--- src/tmc_pkg.sv ---
// constants, field layouts and the control word for the 16-bit timer/counter
// assumes one system clock at 100 MHz; no other clock domain
package tmc_pkg;
    // register map indices on the 3-bit software port
    localparam logic [2:0] TMC_OFS_CTRL = 3'h0;
    localparam logic [2:0] TMC_OFS_LOW = 3'h1;
    localparam logic [2:0] TMC_OFS_HIGH = 3'h2;
    localparam logic [2:0] TMC_OFS_STAT = 3'h3;
    localparam logic [2:0] TMC_OFS_AUX = 3'h4;
    // status register field positions
    localparam int TMC_STAT_FLAG = 0;
    localparam int TMC_STAT_IE = 1;
    // auxiliary register field position
    localparam int TMC_AUX_OSC = 0;
    // reset values
    localparam logic [7:0] TMC_CTRL_RST = 8'h00;
    localparam logic [15:0] TMC_COUNT_RST = 16'h0000;
    localparam logic [15:0] TMC_COUNT_MAX = 16'hFFFF;
    localparam logic [7:0] TMC_BYTE_ZERO = 8'h00;
    // compare mode that raises the special event trigger
    localparam logic [3:0] TMC_MODE_SPECIAL = 4'hB;
    // instruction clock: system clock divided by four
    localparam int TMC_CLK_PERIOD_NS = 10;
    localparam int TMC_INSTR_DIV = 4;
    localparam logic [1:0] TMC_INSTR_LAST = 2'(TMC_INSTR_DIV - 1);
    // prescaler widths and masks for 1:1, 1:2, 1:4, 1:8
    localparam int TMC_PS_W = 3;
    localparam logic [2:0] TMC_PS_M1 = 3'h0;
    localparam logic [2:0] TMC_PS_M2 = 3'h1;
    localparam logic [2:0] TMC_PS_M4 = 3'h3;
    localparam logic [2:0] TMC_PS_M8 = 3'h7;
    // capture timer select codes {hi, lo}
    localparam logic [1:0] TMC_SEL_OTHER = 2'h0;
    localparam logic [1:0] TMC_SEL_SPLIT = 2'h1;
    // pin drive: both shared pins released
    localparam logic [1:0] TMC_PINS_OFF = 2'h3;
    localparam logic [1:0] TMC_PINS_ZERO = 2'h0;

    // control word, bit 7 down to bit 0
    typedef struct packed {
        logic wide_access_enable;       // bit 7
        logic capture_timer_select_hi;  // bit 6
        logic [1:0] input_prescale_select; // bits 5-4
        logic capture_timer_select_lo;  // bit 3
        logic external_sync_disable;    // bit 2
        logic counter_clock_select;     // bit 1
        logic counter_run;              // bit 0
    } tmc_ctrl_s;

    // compare unit trigger inputs
    typedef struct packed {
        logic [3:0] mode;
        logic event_pulse;
    } tmc_cmp_s;
endpackage

--- src/tmc_sync2.sv ---
// two-flop synchroniser for one level
// assumes the input may change at any time relative to clk
`timescale 1ns/1ns
module tmc_sync2
    import tmc_pkg::*;
(
    input wire logic clk,
    input wire logic rst,
    input wire logic d,
    output logic q
);
    // first stage, read only by the second
    logic meta_reg;

    // ----------------------------------------
    // two stages
    // ----------------------------------------
    always_ff @(posedge clk or posedge rst)
    begin
        if (rst)
        begin
            meta_reg <= 1'b0;
            q <= 1'b0;
        end
        else
        begin
            meta_reg <= d;
            q <= meta_reg;
        end
    end
endmodule

--- src/tmc_prescaler.sv ---
// selectable 1:1 to 1:8 divider of count ticks
// assumes tick_in is a one-cycle pulse in the clk domain
`timescale 1ns/1ns
module tmc_prescaler
    import tmc_pkg::*;
(
    input wire logic clk,
    input wire logic rst,
    input wire logic clr,
    input wire logic [1:0] sel,
    input wire logic tick_in,
    output logic tick_out
);
    // running count of input ticks
    logic [TMC_PS_W-1:0] cnt_reg;
    // all-ones pattern for the chosen ratio
    logic [TMC_PS_W-1:0] mask;

    // ----------------------------------------
    // ratio decode
    // ----------------------------------------
    always_comb
    begin
        case (sel)
            2'h0: mask = TMC_PS_M1;
            2'h1: mask = TMC_PS_M2;
            2'h2: mask = TMC_PS_M4;
            default: mask = TMC_PS_M8;
        endcase
    end

    // pass every n-th tick
    assign tick_out = tick_in && ((cnt_reg & mask) == mask);

    // ----------------------------------------
    // counter; clear wins over a tick
    // ----------------------------------------
    always_ff @(posedge clk or posedge rst)
    begin
        if (rst)
            cnt_reg <= '0;
        else if (clr)
            cnt_reg <= '0; // RL17
        else if (tick_in)
            cnt_reg <= cnt_reg + 1'b1; // RL9
    end
endmodule

--- src/tmc_timer.sv ---
// 16-bit timer/counter with byte access, prescaler and trigger reset
// assumes software strobes last one cycle and never overlap;
// external and oscillator inputs are sampled on clk
`timescale 1ns/1ns

// Function
// RL1 - 16-bit count in readable, writable byte pair
// RL2 - timer, sync counter, async counter modes
// RL3 - clock select low: count instruction cycles
// RL4 - clock select high: count external rising edges
// RL5 - skip first rise until a fall seen
// RL6 - control bit 1 selects the clock source
// RL7 - sync disable bit bypasses input synchroniser
// RL8 - internal clock ignores the sync bit
// RL9 - prescale field bits 5-4: 1,2,4,8
// RL10 - run bit 0 advances or holds count
// RL11 - bit 7 selects single 16-bit access
// RL12 - bits 6,3 choose capture unit timer
// RL13 - code 01: this timer feeds unit two
// RL14 - oscillator on: pins input, read zero
// RL15 - special event trigger clears the count
// RL16 - wide mode buffers the high byte
// RL17 - only low byte writes clear prescaler
// RL18 - rollover sets flag; flag and enable interrupt
// RL19 - mode 1011 triggers; write wins, no flag
// RL20 - code 1x this timer, 00 other timer
// RL21 - reset clears all control bits
module tmc_timer
    import tmc_pkg::*;
(
    input wire logic clk,
    input wire logic rst,
    input wire logic [2:0] addr,
    input wire logic [7:0] wdata,
    input wire logic wr,
    input wire logic rd,
    output logic [7:0] rdata,
    input wire logic external_count_input,
    input wire logic osc_clk_in,
    input wire tmc_cmp_s cmp_first,
    input wire tmc_cmp_s cmp_second,
    input wire logic [1:0] port_direction_c,
    input wire logic [1:0] port_out_c,
    input wire logic [1:0] pins_in,
    output logic [1:0] pins_out,
    output logic [1:0] pins_oe_n,
    output logic [1:0] port_read_c,
    output logic first_unit_uses_this,
    output logic second_unit_uses_this,
    output logic overflow_irq
);
    // ----------------------------------------
    // state
    // ----------------------------------------
    tmc_ctrl_s ctrl_reg;          // control word
    logic [15:0] count_reg;       // the counter itself
    logic [7:0] hi_buf_reg;       // wide-mode high byte buffer
    logic flag_reg;               // overflow flag
    logic ie_reg;                 // overflow interrupt enable
    logic osc_en_reg;             // secondary oscillator enable
    logic [1:0] phase_reg;        // instruction cycle phase
    logic prev_lvl_reg;           // last sampled source level
    logic armed_reg;              // fall seen since selection
    logic [7:0] rdata_reg;        // read answer

    // ----------------------------------------
    // decoded strobes
    // ----------------------------------------
    logic wr_ctrl, wr_low, wr_high, wr_stat, wr_aux;
    logic rd_low;
    logic cnt_write;              // any write to the counter
    logic trig;                   // special event trigger
    logic inst_tick;              // one per instruction cycle
    logic src_raw;                // chosen external source
    logic src_sync;               // synchronised copy
    logic lvl;                    // level used for edges
    logic ext_rise, ext_fall;     // edges of that level
    logic ext_tick;               // counted external edge
    logic ps_in, ps_out;          // prescaler in and out
    logic inc;                    // counter advances now
    logic [1:0] ccp_sel;          // capture timer select code

    assign wr_ctrl = wr && (addr == TMC_OFS_CTRL);
    assign wr_low = wr && (addr == TMC_OFS_LOW);
    assign wr_high = wr && (addr == TMC_OFS_HIGH);
    assign wr_stat = wr && (addr == TMC_OFS_STAT);
    assign wr_aux = wr && (addr == TMC_OFS_AUX);
    assign rd_low = rd && (addr == TMC_OFS_LOW);
    assign cnt_write = wr_low || wr_high;

    // trigger only from a unit in special event compare mode
    assign trig = (cmp_first.event_pulse && (cmp_first.mode == TMC_MODE_SPECIAL))
        || (cmp_second.event_pulse && (cmp_second.mode == TMC_MODE_SPECIAL)); // RL19

    // ----------------------------------------
    // control register
    // ----------------------------------------
    always_ff @(posedge clk or posedge rst)
    begin
        if (rst)
            ctrl_reg <= tmc_ctrl_s'(TMC_CTRL_RST); // RL21
        else if (wr_ctrl)
            ctrl_reg <= tmc_ctrl_s'(wdata);
    end

    // ----------------------------------------
    // auxiliary register: oscillator enable
    // ----------------------------------------
    always_ff @(posedge clk or posedge rst)
    begin
        if (rst)
            osc_en_reg <= 1'b0;
        else if (wr_aux)
            osc_en_reg <= wdata[TMC_AUX_OSC];
    end

    // ----------------------------------------
    // instruction clock phase, divide by four
    // ----------------------------------------
    always_ff @(posedge clk or posedge rst)
    begin
        if (rst)
            phase_reg <= '0;
        else
            phase_reg <= phase_reg + 1'b1;
    end

    assign inst_tick = (phase_reg == TMC_INSTR_LAST); // RL3

    // ----------------------------------------
    // external source and its edges
    // ----------------------------------------
    // oscillator output replaces the count pin when enabled
    assign src_raw = osc_en_reg ? osc_clk_in : external_count_input; // RL4

    tmc_sync2 u_sync (
        .clk(clk),
        .rst(rst),
        .d(src_raw),
        .q(src_sync)
    );

    // bypass picks the raw level, async counter mode
    assign lvl = ctrl_reg.external_sync_disable ? src_raw : src_sync; // RL7
    assign ext_rise = lvl && !prev_lvl_reg;
    assign ext_fall = !lvl && prev_lvl_reg;

    // previous level for edge detection
    always_ff @(posedge clk or posedge rst)
    begin
        if (rst)
            prev_lvl_reg <= 1'b0;
        else
            prev_lvl_reg <= lvl;
    end

    // arm only after a falling edge while external is chosen
    always_ff @(posedge clk or posedge rst)
    begin
        if (rst)
            armed_reg <= 1'b0;
        else if (!ctrl_reg.counter_clock_select)
            armed_reg <= 1'b0; // RL5
        else if (ext_fall)
            armed_reg <= 1'b1; // RL5
    end

    // first rise before any fall is not counted
    assign ext_tick = armed_reg && ext_rise; // RL5

    // ----------------------------------------
    // source select and prescaler
    // ----------------------------------------
    // internal clock ignores the sync bit entirely
    assign ps_in = ctrl_reg.counter_clock_select ? ext_tick : inst_tick; // RL6 RL8 RL2

    tmc_prescaler u_ps (
        .clk(clk),
        .rst(rst),
        .clr(wr_low),
        .sel(ctrl_reg.input_prescale_select),
        .tick_in(ps_in),
        .tick_out(ps_out)
    );

    // stopped counter holds its value
    assign inc = ctrl_reg.counter_run && ps_out; // RL10

    // ----------------------------------------
    // counter: write, then trigger, then count
    // ----------------------------------------
    always_ff @(posedge clk or posedge rst)
    begin
        if (rst)
            count_reg <= TMC_COUNT_RST;
        else if (wr_low)
        begin
            // wide mode loads the high byte from the buffer
            count_reg[7:0] <= wdata; // RL1
            if (ctrl_reg.wide_access_enable)
                count_reg[15:8] <= hi_buf_reg; // RL16
        end
        else if (wr_high)
        begin
            // in wide mode the high write goes to the buffer
            if (!ctrl_reg.wide_access_enable)
                count_reg[15:8] <= wdata; // RL1 RL11
        end
        else if (trig)
            count_reg <= TMC_COUNT_RST; // RL15 RL19
        else if (inc)
            count_reg <= count_reg + 1'b1;
    end

    // ----------------------------------------
    // high byte buffer
    // ----------------------------------------
    always_ff @(posedge clk or posedge rst)
    begin
        if (rst)
            hi_buf_reg <= TMC_BYTE_ZERO;
        else if (wr_high && ctrl_reg.wide_access_enable)
            hi_buf_reg <= wdata; // RL16
        else if (rd_low && ctrl_reg.wide_access_enable)
            hi_buf_reg <= count_reg[15:8]; // RL16 RL11
    end

    // ----------------------------------------
    // overflow flag; hardware set wins over clear
    // ----------------------------------------
    always_ff @(posedge clk or posedge rst)
    begin
        if (rst)
            flag_reg <= 1'b0;
        else if (inc && !cnt_write && !trig && (count_reg == TMC_COUNT_MAX))
            flag_reg <= 1'b1; // RL18
        else if (wr_stat)
            flag_reg <= wdata[TMC_STAT_FLAG];
    end

    // interrupt enable bit
    always_ff @(posedge clk or posedge rst)
    begin
        if (rst)
            ie_reg <= 1'b0;
        else if (wr_stat)
            ie_reg <= wdata[TMC_STAT_IE];
    end

    assign overflow_irq = flag_reg && ie_reg; // RL18

    // ----------------------------------------
    // read port, answer one cycle later
    // ----------------------------------------
    always_ff @(posedge clk or posedge rst)
    begin
        if (rst)
            rdata_reg <= TMC_BYTE_ZERO;
        else if (rd)
        begin
            case (addr)
                TMC_OFS_CTRL: rdata_reg <= ctrl_reg;
                TMC_OFS_LOW: rdata_reg <= count_reg[7:0]; // RL1
                // wide mode returns the buffer, not the live byte
                TMC_OFS_HIGH: rdata_reg <= ctrl_reg.wide_access_enable
                    ? hi_buf_reg : count_reg[15:8]; // RL16
                TMC_OFS_STAT:
                begin
                    rdata_reg <= TMC_BYTE_ZERO;
                    rdata_reg[TMC_STAT_FLAG] <= flag_reg;
                    rdata_reg[TMC_STAT_IE] <= ie_reg;
                end
                TMC_OFS_AUX:
                begin
                    rdata_reg <= TMC_BYTE_ZERO;
                    rdata_reg[TMC_AUX_OSC] <= osc_en_reg;
                end
                // unmapped addresses read zero
                default: rdata_reg <= TMC_BYTE_ZERO;
            endcase
        end
    end

    assign rdata = rdata_reg;

    // ----------------------------------------
    // capture unit time base selection
    // ----------------------------------------
    assign ccp_sel = {ctrl_reg.capture_timer_select_hi, ctrl_reg.capture_timer_select_lo}; // RL12
    // 1x: both units; 01: second only; 00: neither
    assign first_unit_uses_this = ccp_sel[1]; // RL20
    assign second_unit_uses_this = (ccp_sel != TMC_SEL_OTHER); // RL13 RL20

    // ----------------------------------------
    // shared oscillator pins
    // ----------------------------------------
    // oscillator forces inputs and zero reads
    assign pins_out = port_out_c;
    assign pins_oe_n = osc_en_reg ? TMC_PINS_OFF : port_direction_c; // RL14
    assign port_read_c = osc_en_reg ? TMC_PINS_ZERO : pins_in; // RL14
endmodule

--- config.mk ---
export PLATFORM = sky130hd
export DESIGN_NAME = tmc_timer
export DESIGN_NICKNAME = d
export VERILOG_FILES = /design/src/tmc_pkg.sv /design/src/tmc_sync2.sv /design/src/tmc_prescaler.sv /design/src/tmc_timer.sv
export SDC_FILE = /design/constraint.sdc
export NUM_CORES = 1
export LEC_CHECK = 0
export ABC_AREA = 1
export BUFFER_PORTS_ARGS = -buffer_cell sky130_fd_sc_hd__buf_2
export CORE_MARGIN = 2
export CORE_UTILIZATION = 55
export CTS_CLUSTER_SIZE = 40
export DETAILED_ROUTE_END_ITERATION = 10
export PLACE_DENSITY = 0.89
export SLEW_MARGIN = 20
export SYNTH_ARGS = -nofsm -noshare
export SYNTH_HDL_FRONTEND = slang
export SYNTH_SLANG_ARGS = --single-unit
--- constraint.sdc ---
create_clock -name clk -period 4.5 [get_ports clk]
set_clock_uncertainty 0.05 [all_clocks]
set_input_delay 1.35 -clock clk [delete_from_list [all_inputs] [get_ports clk]]
set_output_delay 1.35 -clock clk [all_outputs]
set_load 0.01 [all_outputs]
==> reports/qor.txt, run 1 <==
========================================================================================================
Overall die height                                                                              80.12 µm
Final worst-path cycle share                                                                      71.96%
Most used flip-flop cell after synthesis                                                    sky130_fd_sc_hd__dfrtp_1
Startpoint Class                                                                              input port
Class of the most critical setup path                                                       input port to output pin
Number of global-route vias before repair                                                           2907
Critical Path Max Stage Delay                                                                     260 ps
Post-CTS setup-driven buffer insertion count                                                           0
Worst Path Required                                                                              3100 ps
Top cell type's share of synthesized area                                                         40.83%
Die Area                                                                                        6419 µm²
PD cells                                                                                    460.8 nW/µm²
Worst-path fanout max                                                                                  1
Cell variety after synth                                                                              36
Post-cts sizing count                                                                                  0
Cells traversed along the worst timing path                                                 buf_2, or2_2, buf_2
Mean instance size in the synthesized netlist                                                  7.259 µm²
Timing startpoint of the critical path                                                      port_direction_c[1]
Critical path arrival                                                                            1840 ps
Clk_lat worst skew                                                                                310 ps
Final net count                                                                                      515
Proportion of synthesized chip area in sequential cells                                           40.83%
I/O Buffers                                                                                           45
Drt total wl                                                                                     8284 µm
Critical Path Sink Type                                                                       output pin
Final Instance Count excl. Fillers                                                                   551
HP Class                                                                                    flop to flop
Root buffer cell                                                                            sky130_fd_sc_hd__clkbuf_8
Min Clock Period, post-route                                                                     3238 ps
Placeable core region                                                                           5540 µm²
Number of enable flip-flop cells after synthesis                                                       0
Largest net degree at the start of global routing                                                     53
Global-route wire length before repair                                                          13740 µm
Critical hold path startpoint                                                               u_sync.meta_reg$_DFF_PP0_
Layout Area Growth over Synthesis                                                                 11.58%
Leakage power                                                                                0.001871 µW
Measured slew at the worst slew-check pin                                                       897.1 ps
Number of routed nets with antenna violations                                                          0
Number of hold-repair buffers added at the cts stage                                                   0
Final weighted congestion of routability-driven global placement                                  0.9683
Max-slew headroom at the worst pin                                                                40.19%
Count of TritonRoute iterations in the first routing pass                                              5
Critical-path top delay cell                                                                sky130_fd_sc_hd__or2_2
Detail Placement HPWL                                                                            6006 µm
DRT iter0 DRCs                                                                                       400
Sinks on the clock net                                                                                52
Cell Count Post-Placement                                                                            544
Number of core rows                                                                                   27
Overall fraction of global-route tracks in use                                                    27.88%
Flip-flop count of the largest register after layout                                                  16
Net Sw Frac                                                                                       37.59%
Post-synth net total                                                                                 475
Total of fill cells in the finished design                                                           490
RSZ-0062 raised after global routing                                                                  no
Post-CTS clock slew at the launch and capture registers of the worst setup and hold paths          90 ps
Share of layout cells above drive strength 1                                                      18.37%
CTS H-tree depth                                                                                       2
FF-to-FF Start                                                                              ctrl_reg[7]$_DFFE_PP0P_
Setup_tns                                                                                           0 ps
Die W                                                                                           80.12 µm
Number of buffers on the longest clock path                                                            2
Diodes inserted                                                                                        0
Ranking of synthesized cells by area                                                        sky130_fd_sc_hd__dfrtp_1 41%, sky130_fd_sc_hd__nand2_1 16%, sky130_fd_sc_hd__o21ai_0 9.0%
Total of endpoints with negative setup slack in the final report                                       0
Number of cells produced by synthesis                                                                439
Internal power                                                                                   1023 µW
Mean number of vias per cell                                                                       5.530
Average detailed-routed wire length per instance                                                15.03 µm
Mapped Area                                                                                     3187 µm²
Clock group share of total power                                                                   22.8%
Number of top-level pins                                                                              50
Effective utilization at floorplan                                                                57.52%
Number of remaining DRC errors                                                                         0
Antenna violations before repair                                                                       0
Max-capacitance violation count                                                                        0
Number of register bits inferred by synthesis                                                         52
Proportion of power drawn by flip-flops and latches                                                45.9%
Highest Clock Rate                                                                            0.3088 GHz
Cell with the most instances after synthesis                                                sky130_fd_sc_hd__nand2_1
Clock tree from TritonCTS                                                                            yes
NetSw                                                                                           615.8 µW
Gr ovfl total                                                                                          0
YS warnings                                                                                            0
DR vias                                                                                             3047
Outcome                                                                                     finished clean
Portion of total power attributed to combinational logic                                           31.3%
Total clock buffers created by CTS                                                                     5
Final hold violation count                                                                             0
Cell accounting for the most synthesized area                                               sky130_fd_sc_hd__dfrtp_1
Maximum VDD drop                                                                               0.2048 mV
Synth cell count leaders                                                                    135 x sky130_fd_sc_hd__nand2_1, 58 x sky130_fd_sc_hd__inv_1, 57 x sky130_fd_sc_hd__o21ai_0
Crit path top cell by count                                                                 sky130_fd_sc_hd__buf_2
Ys async rst share                                                                                100.0%
Final Max Slew Viols                                                                                   0
========================================================================================================
-- final timing paths --
check	cells after the start	to	slack (ps)
worst max-delay path	3	pins_oe_n[1]	1260
worst min-delay path	0	u_sync.q$_DFF_PP0_	310
worst max register to register	5	hi_buf_reg[3]$_DFFE_PP0P_	2550
worst min register to register	0	u_sync.q$_DFF_PP0_	310
max in group asynchronous	2	hi_buf_reg[0]$_DFFE_PP0P_	2710
min in group asynchronous	2	hi_buf_reg[6]$_DFFE_PP0P_	1130
-- layout make-up --
class / count / area, µm² / share of cell area [%]
Inverter: 64 / 241.5 / 6.791
Timing Repair Buffer: 45 / 225.2 / 6.334
Sequential cell: 52 / 1301 / 36.59
Multi-Input combinational cell: 311 / 1569 / 44.12
Clock inverter: 2 / 60.06 / 1.689
Tap cell: 72 / 90.09 / 2.533
Clock buffer: 5 / 68.82 / 1.935
-- power by group through the flow --
| stage | combinational (µW) | sequential (µW) | clock (µW) |
|---|---|---|---|
| after CTS | 505 | 745 | 377 |
| after global routing | 584 | 771 | 395 |
| after detailed placement | 497 | 753 | 0 |
| after floorplan | 376 | 716 | 0 |
| final | 512 | 752 | 374 |
| after global placement | 474 | 748 | 0 |
-- critical path: cells and delay by family --
kind          cells  cell delay (ps)
buf+inv           2              230
simple gates      1              260
-- kinds of logic (layout without fill, tap and decap cells) --
| kind of cell | count (synthesis) | after routing | synth area share [%] |
|---|---|---|---|
| DFF | 52 | 52 | 40.83 |
| buffers and inverters | 76 | 116 | 9.933 |
| xor gates and xnor gates | 7 | 7 | 1.924 |
| and+or+nand+nor | 213 | 213 | 30.11 |
| adders and majority gates | 3 | 3 | 1.178 |
| AOI/OAI and AO/OA | 88 | 88 | 16.02 |
-- stage by stage --
step	utilization, %	worst slack [ps]	instance area (µm²)	power, µW	hold slack (ps)
2_1_floorplan	-	1462	3187	1093	281.2
3_3_place_gp	61.83	1266	3426	1222	284.1
3_5_place_dp	61.83	1261	3426	1250	293.4
4_1_cts	64.16	1261	3555	1627	314.9
5_1_grt	64.18	1248	3556	1749	324.8
6_report	64.18	1262	3556	1638	313.1
-- layout by cell type (no fill, tap or decap), types with 3 or more instances in the layout --
| cell | count |
|---|---|
| sky130_fd_sc_hd__nand2_1 | 135 |
| sky130_fd_sc_hd__inv_1 | 57 |
| sky130_fd_sc_hd__o21ai_0 | 57 |
| sky130_fd_sc_hd__dfrtp_1 | 52 |
| sky130_fd_sc_hd__buf_2 | 45 |
| sky130_fd_sc_hd__nor2_1 | 26 |
| sky130_fd_sc_hd__nand3_1 | 23 |
| sky130_fd_sc_hd__a21oi_1 | 7 |
| sky130_fd_sc_hd__inv_2 | 6 |
| sky130_fd_sc_hd__nand2_2 | 6 |
| sky130_fd_sc_hd__or2_2 | 6 |
| sky130_fd_sc_hd__xor2_1 | 6 |
| sky130_fd_sc_hd__o22ai_1 | 6 |
| sky130_fd_sc_hd__nand4_1 | 5 |
| sky130_fd_sc_hd__clkbuf_8 | 5 |
| sky130_fd_sc_hd__nand3_2 | 4 |
| sky130_fd_sc_hd__o221ai_1 | 4 |
| sky130_fd_sc_hd__o21ai_2 | 4 |
| sky130_fd_sc_hd__o21ai_1 | 3 |
| sky130_fd_sc_hd__ha_1 | 3 |
-- routing by layer --
layer  GRT usage, %  wire length (µm)
met4          10.85               159
met3          3.933               684
met1          37.88              3568
met5              0                 0
met2          45.08              3871
Power figures use the tool's default switching activity.
==> run 2, diff against run 1 <==
==> constraint.sdc (replaced) <==
create_clock -name clk -period 3.2 [get_ports clk]
set_clock_uncertainty 0.05 [all_clocks]
set_input_delay 0.96 -clock clk [delete_from_list [all_inputs] [get_ports clk]]
set_output_delay 0.96 -clock clk [all_outputs]
set_load 0.01 [all_outputs]
==> run 2 against run 1 <==
Effect of this change:
- worst hold slack better by 8.6 ps
- combinational power is 44% higher
- global-route usage is 0.77 points higher
- clock-buffer cell count stayed put
- design area is 0.32% lower
- setup slack worse by 530 ps
- wire length is 4.2% higher
==> reports/qor.txt, run 2 (synthesis results as in run 1) <==
========================================================================================================
Outcome                                                                                     finished clean   unchanged
Highest Clock Rate                                                                            0.4053 GHz
Share of layout cells above drive strength 1                                                      19.05%   was 18.37%
Proportion of power drawn by flip-flops and latches                                                48.0%   was 45.9%
Mean number of vias per cell                                                                       5.499   was 5.530
Count of TritonRoute iterations in the first routing pass                                              5   unchanged
Area of all placed cells without fillers                                                        3545 µm²   was 3556 µm²
Startpoint Class                                                                              input port   unchanged
Worst slack at placement                                                                        725.5 ps   was 1261 ps
Number of routed nets with antenna violations                                                          0   unchanged
Multi-input gate area in the final layout                                                       1569 µm²   unchanged
PD cells                                                                                    623.7 nW/µm²   was 460.8 nW/µm²
Effective utilization at floorplan                                                                57.52%   unchanged
Number of hold-repair buffers added at the cts stage                                                   0   unchanged
Measured slew at the worst slew-check pin                                                       704.8 ps   was 897.1 ps
Number of top-level pins                                                                              50   unchanged
Drt total wl                                                                                     8634 µm   was 8284 µm
Total of endpoints with negative setup slack in the final report                                       0   unchanged
Number of core rows                                                                                   27   unchanged
Final hold violation count                                                                             0   unchanged
Global-route wire length before repair                                                          13990 µm   was 13740 µm
Hold_ws                                                                                         321.7 ps   was 313.1 ps
Worst Path Required                                                                              2190 ps   was 3100 ps
Class of the most critical setup path                                                       input port to output pin   unchanged
Cell Count Post-Placement                                                                            547   was 544
Most frequent standard cell in the layout excluding fill and tap cells                      sky130_fd_sc_hd__nand2_1   unchanged
Clock group share of total power                                                                   18.6%   was 22.8%
Final Instance Count excl. Fillers                                                                   555   was 551
Clk_lat worst skew                                                                                320 ps   was 310 ps
Final weighted congestion of routability-driven global placement                                  0.9483   was 0.9683
I/O Buffers                                                                                           45   unchanged
Number of global-route vias before repair                                                           2865   was 2907
Post-CTS setup-driven buffer insertion count                                                           0   unchanged
Diodes inserted                                                                                        0   unchanged
Worst setup margin                                                                              732.6 ps   was 1262 ps
Final Max Slew Viols                                                                                   0   unchanged
Total clock buffers created by CTS                                                                     5   unchanged
Sequential cell area                                                                            1301 µm²   unchanged
Min Clock Period, post-route                                                                     2467 ps
DR vias                                                                                             3052   was 3047
HP Class                                                                                    flop to flop   unchanged
Detail Placement HPWL                                                                            6740 µm   was 6006 µm
DRT iter0 DRCs                                                                                       257   was 400
Number of buffers on the longest clock path                                                            2   unchanged
NetSw                                                                                           919.9 µW   was 615.8 µW
Gr ovfl total                                                                                          0   unchanged
Setup_tns                                                                                           0 ps   unchanged
Overall fraction of global-route tracks in use                                                    28.65%   was 27.88%
Internal power                                                                                   1291 µW   was 1023 µW
RSZ-0062 raised after global routing                                                                  no   unchanged
Number of remaining DRC errors                                                                         0   unchanged
Commonest non-fill, non-tap cells in the layout                                             135 x sky130_fd_sc_hd__nand2_1, 57 x sky130_fd_sc_hd__inv_1, 57 x sky130_fd_sc_hd__o21ai_0   unchanged
Critical path arrival                                                                            1460 ps   was 1840 ps
Average detailed-routed wire length per instance                                                15.56 µm   was 15.03 µm
Max-slew headroom at the worst pin                                                                52.94%   was 40.19%
Die Area                                                                                        6419 µm²   unchanged
Final worst-path cycle share                                                                      77.11%
Die W                                                                                           80.12 µm   unchanged
Total cell area at the placement stage                                                          3448 µm²   was 3426 µm²
Clock tree from TritonCTS                                                                            yes   unchanged
Worst-path fanout max                                                                                  1   unchanged
Top cell family by delay on the critical path                                               simple AND/OR/NAND/NOR gates   unchanged
Critical-path top delay cell                                                                sky130_fd_sc_hd__or2_2   unchanged
Worst path bufs/invs                                                                                   2   unchanged
Flip-flop count of the largest register after layout                                                  16   unchanged
Crit path top cell by count                                                                 sky130_fd_sc_hd__buf_2   unchanged
Max-capacitance violation count                                                                        0   unchanged
Final net count                                                                                      518   was 515
Placeable core region                                                                           5540 µm²   unchanged
Layout Area Growth over Synthesis                                                                 11.23%   was 11.58%
Net Sw Frac                                                                                       41.61%   was 37.59%
Post-CTS clock slew at the launch and capture registers of the worst setup and hold paths         110 ps   was 90 ps
Maximum VDD drop                                                                               0.2828 mV   was 0.2048 mV
Root buffer cell                                                                            sky130_fd_sc_hd__clkbuf_8   unchanged
Sinks on the clock net                                                                                52   unchanged
Antenna violations before repair                                                                       0   unchanged
Post-cts sizing count                                                                                  0   unchanged
Critical Path Max Stage Delay                                                                     260 ps   about the same
Portion of total power attributed to combinational logic                                           33.4%   was 31.3%
Total of fill cells in the finished design                                                           520   was 490
Cells traversed along the worst timing path                                                 buf_2, or2_2, buf_2   unchanged
Leakage power                                                                                0.001867 µW   was 0.001871 µW
Overall die height                                                                              80.12 µm   unchanged
Critical Path Sink Type                                                                       output pin   unchanged
Largest net degree at the start of global routing                                                     34   was 53
CTS H-tree depth                                                                                       2   unchanged
========================================================================================================
-- run 2: cell count changes in the layout (fill, tap and decap cells not counted), sizes merged --
cell and change:
bufinv -2, inv +2, clkinvlp +1, buf +3
-- run 2: final timing paths --
kind	from	end	slack (ps)	cells past startpoint
worst max-delay path	port_direction_c[1]	pins_oe_n[1]	730	3
worst min-delay path	u_sync.meta_reg$_DFF_PP0_	u_sync.q$_DFF_PP0_	320	0
worst max register to register	ctrl_reg[2]$_DFFE_PP0P_	count_reg[11]$_DFFE_PP0P_	1390	9
worst min register to register	u_sync.meta_reg$_DFF_PP0_	u_sync.q$_DFF_PP0_	320	0
max in group asynchronous	rst	ie_reg$_DFFE_PP0P_	1760	3
min in group asynchronous	rst	rdata[3]$_DFFE_PP0P_	690	2
-- run 2: cell type report --
type	instances	area share [%]
multi-input cells	311	44.26
well taps	72	2.541
clock buffers	5	1.941
clock inverters	3	0.7766
repair buffers	48	6.989
flip-flops and latches	52	36.71
inverters	64	6.777
-- run 2: metal layers --
layer / up-vias / wire (µm) / track usage [%]
li1: 1492 / - / -
met1: 1393 / 3972 / 40.19
met2: 143 / 3712 / 43.42
met3: 24 / 646 / 5.393
met4: 0 / 302 / 11.86
met5: - / 0 / 0
-- run 2: power by group through the flow --
stage	clock network, µW	registers, µW	logic [µW]
2_1_floorplan	0	1010	529
3_3_place_gp	0	1060	704
3_5_place_dp	0	1070	724
4_1_cts	415	1050	727
5_1_grt	438	1090	827
6_report	410	1060	739
-- run 2: through the flow --
step	power, µW	utilization (%)
6_report	2211	63.98
3_3_place_gp	1765	62.24
3_5_place_dp	1791	62.24
5_1_grt	2352	63.98
4_1_cts	2196	63.98
2_1_floorplan	1536	-
